<file path="config.mk">
export PLATFORM = sky130hd
export DESIGN_NAME = n9u_top
export DESIGN_NICKNAME = d
export VERILOG_FILES = /design/src/pkg/n9u_pkg.sv /design/src/rtl/n9u_top.sv /design/src/rtl/n9u_sync.sv
export VERILOG_INCLUDE_DIRS = /design/src /design/src/pkg
export SDC_FILE = /design/constraint.sdc
export NUM_CORES = 1
export LEC_CHECK = 0
export ABC_AREA = 1
export BUFFER_PORTS_ARGS = -buffer_cell sky130_fd_sc_hd__buf_2
export CAP_MARGIN = 10
export CORE_MARGIN = 8
export CORE_UTILIZATION = 47
export DETAILED_ROUTE_END_ITERATION = 16
export GPL_TIMING_DRIVEN = 0
export PLACE_DENSITY = 0.78
export REMOVE_ABC_BUFFERS = 1
export SKIP_LAST_GASP = 1
export SLEW_MARGIN = 20
export SYNTH_ARGS = -nofsm -noshare
export SYNTH_HDL_FRONTEND = slang
export SYNTH_SLANG_ARGS = --single-unit
</file>
<file path="constraint.sdc">
create_clock -name REF_CLK -period 3.56 [get_ports REF_CLK]
set_input_delay 0.356 -clock REF_CLK [delete_from_list [all_inputs] [get_ports REF_CLK]]
set_output_delay 0.356 -clock REF_CLK [all_outputs]
set_load 0.005 [all_outputs]
</file>
<file path="src/pkg/n9u_params.svh">
// register map, field positions, reset values and rate constants of the 9-bit serial port
//
// Overview of operation
// - frame is start, eight data bits LSB first, ninth bit, stop bit.
// - transmitted ninth bit comes from the tx_ninth_bit control field.
// - received ninth bit goes to rx_ninth_bit; received stop value is ignored.
// - writing the serial buffer starts a frame carrying that byte; a write while a frame is in progress is dropped.
// - tx_done_flag sets when the ninth bit ends and stop time begins.
// - receiver accepts frames any time once receive_enable_bit is one.
// - accept only if rx_done_flag clear and filter off or ninth one plus address match.
// - accepted frame loads buffer, rx_ninth_bit, and sets rx_done_flag.
// - rejected frame leaves buffer, rx_ninth_bit and rx_done_flag unchanged.
// - interrupt requested, when enabled, whenever either done flag sets.
// - bit rate is core clock over 64, or over 32 with baud_doubler.
`ifndef N9U_PARAMS_SVH
`define N9U_PARAMS_SVH

// ==========================================================
// register byte offsets
`define N9U_OFF_CTRL 8'h00
`define N9U_OFF_BUF 8'h04
`define N9U_OFF_POWER_CONTROL_REG 8'h08
`define N9U_OFF_STAT 8'h0C
`define N9U_OFF_MASK 8'h10
`define N9U_OFF_ADDR 8'h14
`define N9U_OFF_AMASK 8'h18

// ==========================================================
// field positions
`define N9U_CTRL_RXDONE 0
`define N9U_CTRL_TXDONE 1
`define N9U_CTRL_RX9 2
`define N9U_CTRL_TX9 3
`define N9U_CTRL_REN 4
`define N9U_CTRL_MPEN 5
`define N9U_CTRL_BUSY 6
`define N9U_POWER_CONTROL_REG_DBL 7
`define N9U_ST_RX 0
`define N9U_ST_TX 1

// ==========================================================
// reset values
`define N9U_RST_ADDR 8'h00
`define N9U_RST_AMASK 8'hFF
`define N9U_RST_MASK 2'h0

// ==========================================================
// core clock divide factors per bit
`define N9U_DIV_SLOW 64
`define N9U_DIV_FAST 32

`endif

</file>
<file path="src/pkg/n9u_pkg.sv">
// types shared by the 9-bit serial port design
package n9u_pkg;

  // one frame payload: eight data bits plus the ninth bit
  typedef struct packed {
    logic ninth;
    logic [7:0] data;
  } n9u_frame_t;

  // software controls held by the control register
  typedef struct packed {
    logic mp_en;
    logic ren;
    logic tx9;
  } n9u_ctrl_t;

  typedef enum logic [2:0] {TX_IDLE, TX_START, TX_DATA, TX_NINTH, TX_STOP} n9u_tx_st_t;
  typedef enum logic [2:0] {RX_IDLE, RX_START, RX_DATA, RX_NINTH, RX_STOP} n9u_rx_st_t;

endpackage

</file>
<file path="src/rtl/n9u_top.sv">
// 9-bit serial port with two fixed rates and a classic wishbone register slave
//
// Local design decisions: register access over Wishbone and the register offsets.
`timescale 1ns/1ps
`include "n9u_params.svh"
module n9u_top #(
  parameter int DIV_SLOW = `N9U_DIV_SLOW,
  parameter int DIV_FAST = `N9U_DIV_FAST
) (
  input wire logic REF_CLK,
  input wire logic RST_N,
  input wire logic [7:0] WB_ADR_I,
  input wire logic [31:0] WB_DAT_I,
  input wire logic [3:0] WB_SEL_I,
  input wire logic WB_WE_I,
  input wire logic WB_STB_I,
  input wire logic WB_CYC_I,
  output logic [31:0] WB_DAT_O,
  output logic WB_ACK_O,
  input wire logic RX_IN,
  output logic TX_OUT,
  output logic IRQ
);

  // ==========================================================
  // declarations
  n9u_pkg::n9u_ctrl_t ctrl_q;
  n9u_pkg::n9u_frame_t rx_buf_q;
  n9u_pkg::n9u_frame_t tx_fr_q;
  n9u_pkg::n9u_tx_st_t tx_st_q;
  n9u_pkg::n9u_rx_st_t rx_st_q;
  logic baud_dbl_q;
  logic [1:0] status_q;
  logic [1:0] status_d;
  logic [1:0] mask_q;
  logic [7:0] addr_q;
  logic [7:0] amask_q;
  logic [6:0] tx_cnt_q;
  logic [2:0] tx_idx_q;
  logic [6:0] rx_cnt_q;
  logic [2:0] rx_idx_q;
  logic [7:0] rx_sh_q;
  logic rx_nine_q;
  logic line_prev_q;
  logic rx_line;

  // decode of one register word
  function automatic logic reg_sel(input logic [7:0] adr, input logic [7:0] off);
    return adr[7:2] == off[7:2];
  endfunction

  // ==========================================================
  // receive pin synchroniser
  n9u_sync u_rx_sync (
    .clk(REF_CLK),
    .rst_n(RST_N),
    .din(RX_IN),
    .dout(rx_line)
  );

  // ==========================================================
  // bit timing; a rate change mid-frame applies to the current bit, which ends at once if already past the new length
  wire [6:0] bit_last = baud_dbl_q ? 7'(DIV_FAST - 1) : 7'(DIV_SLOW - 1);
  wire [6:0] bit_half = {1'b0, bit_last[6:1]};
  wire tx_bit_end = tx_cnt_q >= bit_last;
  wire rx_bit_end = rx_cnt_q >= bit_last;

  // ==========================================================
  // bus decode; ack holds off a second access in the ack cycle
  wire wb_hit = WB_CYC_I & WB_STB_I & ~WB_ACK_O;
  wire wb_wr = wb_hit & WB_WE_I & WB_SEL_I[0];
  wire wr_ctrl = wb_wr & reg_sel(WB_ADR_I, `N9U_OFF_CTRL);
  wire wr_buf = wb_wr & reg_sel(WB_ADR_I, `N9U_OFF_BUF);
  wire wr_power_control_reg = wb_wr & reg_sel(WB_ADR_I, `N9U_OFF_POWER_CONTROL_REG);
  wire wr_stat = wb_wr & reg_sel(WB_ADR_I, `N9U_OFF_STAT);
  wire wr_mask = wb_wr & reg_sel(WB_ADR_I, `N9U_OFF_MASK);
  wire wr_addr = wb_wr & reg_sel(WB_ADR_I, `N9U_OFF_ADDR);
  wire wr_amask = wb_wr & reg_sel(WB_ADR_I, `N9U_OFF_AMASK);

  // ==========================================================
  // read view; flags mirror the status register
  wire tx_busy = tx_st_q != n9u_pkg::TX_IDLE;
  wire [7:0] ctrl_view = {1'b0, tx_busy, ctrl_q.mp_en, ctrl_q.ren, ctrl_q.tx9,
                          rx_buf_q.ninth, status_q};
  wire [7:0] rd_byte =
    reg_sel(WB_ADR_I, `N9U_OFF_CTRL) ? ctrl_view :
    reg_sel(WB_ADR_I, `N9U_OFF_BUF) ? rx_buf_q.data :
    reg_sel(WB_ADR_I, `N9U_OFF_POWER_CONTROL_REG) ? {baud_dbl_q, 7'h00} :
    reg_sel(WB_ADR_I, `N9U_OFF_STAT) ? {6'h00, status_q} :
    reg_sel(WB_ADR_I, `N9U_OFF_MASK) ? {6'h00, mask_q} :
    reg_sel(WB_ADR_I, `N9U_OFF_ADDR) ? addr_q :
    reg_sel(WB_ADR_I, `N9U_OFF_AMASK) ? amask_q : 8'h00;

  // ==========================================================
  // bus answer: one wait state, unmapped reads give zero
  always_ff @(posedge REF_CLK) begin
    if (!RST_N) begin
      WB_ACK_O <= 1'b0;
      WB_DAT_O <= 32'h0000_0000;
    end else begin
      WB_ACK_O <= wb_hit;
      WB_DAT_O <= wb_hit ? {24'h00_0000, rd_byte} : 32'h0000_0000;
    end
  end

  // ==========================================================
  // software controls
  always_ff @(posedge REF_CLK) begin
    if (!RST_N) begin
      ctrl_q <= '0;
      baud_dbl_q <= 1'b0;
      mask_q <= `N9U_RST_MASK;
      addr_q <= `N9U_RST_ADDR;
      amask_q <= `N9U_RST_AMASK;
    end else begin
      if (wr_ctrl) begin
        ctrl_q.mp_en <= WB_DAT_I[`N9U_CTRL_MPEN];
        ctrl_q.ren <= WB_DAT_I[`N9U_CTRL_REN];
        ctrl_q.tx9 <= WB_DAT_I[`N9U_CTRL_TX9];
      end
      if (wr_power_control_reg) begin
        baud_dbl_q <= WB_DAT_I[`N9U_POWER_CONTROL_REG_DBL];
      end
      if (wr_mask) begin
        mask_q <= WB_DAT_I[1:0];
      end
      if (wr_addr) begin
        addr_q <= WB_DAT_I[7:0];
      end
      if (wr_amask) begin
        amask_q <= WB_DAT_I[7:0];
      end
    end
  end

  // ==========================================================
  // transmitter; a buffer write while busy is dropped
  wire tx_start = wr_buf & ~tx_busy;
  wire tx_done_set = (tx_st_q == n9u_pkg::TX_NINTH) & tx_bit_end;

  always_ff @(posedge REF_CLK) begin
    if (!RST_N) begin
      tx_st_q <= n9u_pkg::TX_IDLE;
      tx_cnt_q <= 7'h00;
      tx_idx_q <= 3'h0;
      tx_fr_q <= '0;
      TX_OUT <= 1'b1;
    end else begin
      tx_cnt_q <= (tx_bit_end | ~tx_busy) ? 7'h00 : tx_cnt_q + 7'h01;
      unique case (tx_st_q)
        n9u_pkg::TX_IDLE: begin
          if (tx_start) begin
            tx_st_q <= n9u_pkg::TX_START;
            tx_fr_q <= {ctrl_q.tx9, WB_DAT_I[7:0]};
            TX_OUT <= 1'b0;
          end
        end
        n9u_pkg::TX_START: begin
          if (tx_bit_end) begin
            tx_st_q <= n9u_pkg::TX_DATA;
            tx_idx_q <= 3'h0;
            TX_OUT <= tx_fr_q.data[0];
          end
        end
        n9u_pkg::TX_DATA: begin
          if (tx_bit_end) begin
            tx_fr_q.data <= {1'b0, tx_fr_q.data[7:1]};
            tx_idx_q <= tx_idx_q + 3'h1;
            if (tx_idx_q == 3'h7) begin
              tx_st_q <= n9u_pkg::TX_NINTH;
              TX_OUT <= tx_fr_q.ninth;
            end else begin
              TX_OUT <= tx_fr_q.data[1];
            end
          end
        end
        n9u_pkg::TX_NINTH: begin
          if (tx_bit_end) begin
            tx_st_q <= n9u_pkg::TX_STOP;
            TX_OUT <= 1'b1;
          end
        end
        n9u_pkg::TX_STOP: begin
          if (tx_bit_end) begin
            tx_st_q <= n9u_pkg::TX_IDLE;
          end
        end
        // spare codes of the state word fall back to idle rather than lock up
        default: begin
          tx_st_q <= n9u_pkg::TX_IDLE;
        end
      endcase
    end
  end

  // ==========================================================
  // receiver; a start that is high again at mid-bit is noise
  wire line_fall = line_prev_q & ~rx_line;
  wire rx_end = (rx_st_q == n9u_pkg::RX_STOP) & rx_bit_end;
  wire addr_hit = ((rx_sh_q ^ addr_q) & amask_q) == 8'h00;
  wire rx_accept = rx_end & ~status_q[`N9U_ST_RX]
                 & (~ctrl_q.mp_en | (rx_nine_q & addr_hit));

  always_ff @(posedge REF_CLK) begin
    if (!RST_N) begin
      rx_st_q <= n9u_pkg::RX_IDLE;
      rx_cnt_q <= 7'h00;
      rx_idx_q <= 3'h0;
      rx_sh_q <= 8'h00;
      rx_nine_q <= 1'b0;
      line_prev_q <= 1'b1;
    end else begin
      line_prev_q <= rx_line;
      rx_cnt_q <= rx_cnt_q + 7'h01;
      unique case (rx_st_q)
        n9u_pkg::RX_IDLE: begin
          rx_cnt_q <= 7'h00;
          if (ctrl_q.ren & line_fall) begin
            rx_st_q <= n9u_pkg::RX_START;
          end
        end
        n9u_pkg::RX_START: begin
          if (rx_cnt_q >= bit_half) begin
            rx_cnt_q <= 7'h00;
            rx_idx_q <= 3'h0;
            rx_st_q <= rx_line ? n9u_pkg::RX_IDLE : n9u_pkg::RX_DATA;
          end
        end
        n9u_pkg::RX_DATA: begin
          if (rx_bit_end) begin
            rx_cnt_q <= 7'h00;
            rx_sh_q <= {rx_line, rx_sh_q[7:1]};
            rx_idx_q <= rx_idx_q + 3'h1;
            if (rx_idx_q == 3'h7) begin
              rx_st_q <= n9u_pkg::RX_NINTH;
            end
          end
        end
        n9u_pkg::RX_NINTH: begin
          if (rx_bit_end) begin
            rx_cnt_q <= 7'h00;
            rx_nine_q <= rx_line;
            rx_st_q <= n9u_pkg::RX_STOP;
          end
        end
        n9u_pkg::RX_STOP: begin
          if (rx_bit_end) begin
            rx_st_q <= n9u_pkg::RX_IDLE;
          end
        end
        // spare codes of the state word fall back to idle rather than lock up
        default: begin
          rx_st_q <= n9u_pkg::RX_IDLE;
        end
      endcase
    end
  end

  // ==========================================================
  // receive buffer; loaded only on an accepted frame
  always_ff @(posedge REF_CLK) begin
    if (!RST_N) begin
      rx_buf_q <= '0;
    end else if (rx_accept) begin
      rx_buf_q <= {rx_nine_q, rx_sh_q};
    end
  end

  // ==========================================================
  // sticky flags; write one clears, a same-cycle set wins
  assign status_d = (status_q & ~(wr_stat ? WB_DAT_I[1:0] : 2'h0))
                  | {tx_done_set, rx_accept};

  always_ff @(posedge REF_CLK) begin
    if (!RST_N) begin
      status_q <= 2'h0;
      IRQ <= 1'b0;
    end else begin
      status_q <= status_d;
      IRQ <= |(status_q & mask_q);
    end
  end
endmodule

</file>
<file path="src/rtl/n9u_sync.sv">
// three-stage synchroniser for the receive pin, output moves when stages two and three agree
`timescale 1ns/1ps
module n9u_sync (
  input wire logic clk,
  input wire logic rst_n,
  input wire logic din,
  output logic dout
);

  logic s1_q;
  logic s2_q;
  logic s3_q;

  // ==========================================================
  // chain; idle level is high so reset to one
  always_ff @(posedge clk) begin
    if (!rst_n) begin
      s1_q <= 1'b1;
      s2_q <= 1'b1;
      s3_q <= 1'b1;
      dout <= 1'b1;
    end else begin
      s1_q <= din;
      s2_q <= s1_q;
      s3_q <= s2_q;
      if (s2_q == s3_q) begin
        dout <= s3_q;
      end
    end
  end

endmodule

</file>
==> impl_metrics.json <==
{
  "firstDrtPassIters": 5,
  "cts_buffers": 9,
  "worst_hold_startpoint": "RX_IN",
  "cts-root-buf": "clkbuf_8",
  "crit_required_ps": 3760,
  "rows": 36,
  "nets": 724,
  "cp_max_fo": 11,
  "drt-wirelength-per-cell_um": 13.0,
  "critPathLaunchType": "flip-flop",
  "drv_cap": 0,
  "reg2reg_depth": 8,
  "yosys.area.top_type_share": 0.401,
  "r2r-end": "tx_fr_q[0]",
  "synth.most_common_cell": "nand2_1",
  "grt-ovfl-total": 0,
  "finalSetupViolCount": 0,
  "synth_common_cells": "143 x nand2_1, 93 x dfxtp_1, 61 x nor2_1",
  "syn_area_per_cell_sq_um": 7.28,
  "fmax_mhz": 483,
  "worstMarginPinSlew_ps": 880,
  "setup.worst_path.end_class": "flip-flop",
  "h-tree-depth": 3,
  "drt_iter0_markers": 353,
  "final.period_utilization": 0.581,
  "grt_pass1_wl_um": 17900,
  "antenna_found_initial": 0,
  "criticalPathCategory": "flip-flop to flip-flop",
  "core_sq_um": 9680,
  "diodes": 0,
  "p_per_area_nw_per_um2": 440,
  "finalMaxSlewViolations": 0,
  "fp.dieW_um": 115,
  "hold_class": "input pin to flip-flop",
  "status": "completed",
  "leakagePower_nw": 2.16,
  "worst-r2r-setup-slack_ps": 1490,
  "die_y_um": 115,
  "final.setup.tns_ps": 0,
  "yosys_most_used_dff": "dfxtp_1",
  "multi_input_comb_area_sq_um": 2310,
  "gp_congestion": 0.920,
  "hold_end": "u_rx_sync.s1_q",
  "yosysWarnings": 0,
  "port_buffers": 31,
  "reg2reg_from": "baud_dbl_q",
  "ir_drop_uv": 173,
  "initial_core_util": 0.479,
  "clock_latency_ps": 350,
  "cts_tree": "done",
  "cts_buffer_depth": 2,
  "timing.hold.ws_ps": 196,
  "grt_max_degree": 51,
  "rsz0062_at_grt": "false",
  "cts_resized": 0,
  "ys_ff_latch": 93,
  "slew_headroom": 0.413,
  "yosys-top-cells-area": "dfxtp_1 40%, nand2_1 12%, a21oi_1 6.1%, nand3_1 5.4%, nor2_1 4.9%",
  "dieArea_sq_um": 13300,
  "arrival_ps": 2270,
  "drt-vias-per-instance": 5.07,
  "seq_area_sq_um": 1860,
  "path_clk_slew_ps": 90,
  "dp_hpwl_um": 7590,
  "route.final.wire_length_um": 10400,
  "cts.sinks": 93,
  "drive_above_1_share": 0.148,
  "drc": 0,
  "synth_area_sq_um": 4640,
  "cts_hold_buf": 0,
  "syn_to_final_growth_pct": 6.60,
  "vias": 4060,
  "nFillCells": 928,
  "grt_pass1_vias": 3908,
  "finalHoldViolCount": 0,
  "clock_skew_ps": 7.04,
  "min_period_ps": 2070,
  "postCtsSetupRepairBufs": 0,
  "drtAntennaViolNets": 0,
  "synth_edf_count": 0,
  "grtUsageTotal": 0.165,
  "whs_path_depth": 2,
  "ys_types": 43,
  "io_pins": 85,
  "yosysTopAreaCell": "dfxtp_1",
  "ys_seq_area_frac": 0.401,
  "async_reset_ff_frac": 0,
  "syn_inst": 638
}
## cell type report
cell class,count,share of cell area
multi-input combinational,459,0.467
clock buffer,12,0.0293
inverter,71,0.0556
clock inverter,2,0.00708
timing repair buffer,31,0.0314
tap,133,0.0336
sequential,93,0.376
## where the power goes
part           switching [mW]  internal [mW]
clock network           0.342          0.336
logic                   0.269          0.126
registers              0.0296           1.07
## metrics by stage
stage / cell area (sq um) / utilization / worst slack, ps / instances / total power [mW]
after floorplan: 4450 / - / 1970 / 623 / 1.41
after global placement: 4770 / 0.492 / 1210 / 787 / 1.50
after detailed placement: 4770 / 0.492 / 1200 / 787 / 1.52
after CTS: 4950 / 0.511 / 1510 / 801 / 2.18
after global routing: 4950 / 0.511 / 1340 / 801 / 2.30
final: 4950 / 0.511 / 1490 / 801 / 2.18
## logic make-up after synthesis
family,count (synthesis),synth area share
other,1,0.000808
and+or+nand+nor,301,0.299
DFF,93,0.401
adders and majority gates,9,0.0243
xor gates and xnor gates,7,0.0132
AOI/OAI and AO/OA,118,0.141
buffers and inverters,109,0.120
## flip-flops by register name, indices dropped and copies added (netlist names), 3 cells and up
signal    cells
rx_buf_q      8
ctrl_q        3
tx_fr_q       9
tx_idx_q      3
tx_st_q       3
rx_st_q       3
WB_DAT_O      8
rx_idx_q      3
addr_q        8
rx_sh_q       8
rx_cnt_q      7
amask_q       8
tx_cnt_q      7
## layer usage
metal | vias up | wire, um | track usage
li1 | 2068 | - | -
met4 | 0 | 203 | 0.0657
met1 | 1858 | 4510 | 0.195
met5 | - | 0 | 0
met3 | 19 | 663 | 0.0315
met2 | 115 | 5060 | 0.287
## layout by cell type, fill, tap and decap left out, types with 2 or more instances in the layout
| master | Yosys | layout |
|---|---|---|
| nand3_1 | 50 | 50 |
| o21ai_1 | 8 | 8 |
| clkbuf_1 | 6 | 2 |
| a21oi_1 | 57 | 57 |
| xnor2_1 | 2 | 2 |
| inv_1 | 56 | 56 |
| nor2_4 | 6 | 6 |
| nand2_4 | 3 | 3 |
| nand4_1 | 7 | 7 |
| conb_1 | 1 | 24 |
| nand3_2 | 2 | 2 |
| o211ai_1 | 6 | 6 |
| buf_2 | 3 | 31 |
| ha_1 | 9 | 9 |
| dfxtp_1 | 93 | 93 |
| a21oi_2 | 10 | 10 |
| or2_2 | 5 | 5 |
| o22ai_1 | 5 | 5 |
| inv_2 | 11 | 11 |
| nor2_1 | 61 | 61 |
| o21ai_0 | 31 | 31 |
| nand2_1 | 143 | 143 |
| nor3_1 | 5 | 5 |
| clkbuf_8 | 1 | 10 |
| clkinv_2 | 1 | 2 |
| xor2_1 | 5 | 5 |
| nor2_2 | 3 | 3 |
| nand2_2 | 8 | 8 |
## worst max-delay path: stages, from the launching register on
cell and delay (ps):
dfxtp_1 500, ha_1 300, nand2_1 80, o21bai_2 160, nand2_2 100, nand2_1 330
nand2_1 260, nand2_1 120, a21oi_1 60
## worst max-delay path by stage
stage	from	end	slack, ps
finish	baud_dbl_q	tx_fr_q[0]	1490
global route	baud_dbl_q	tx_fr_q[6]	1340
CTS	baud_dbl_q	tx_fr_q[0]	1510
detailed placement	RST_N	u_rx_sync.dout	1200
global placement	RST_N	u_rx_sync.dout	1210
floorplan	tx_cnt_q[0]	tx_fr_q[0]	1970
Power figures use the tool's default switching activity.
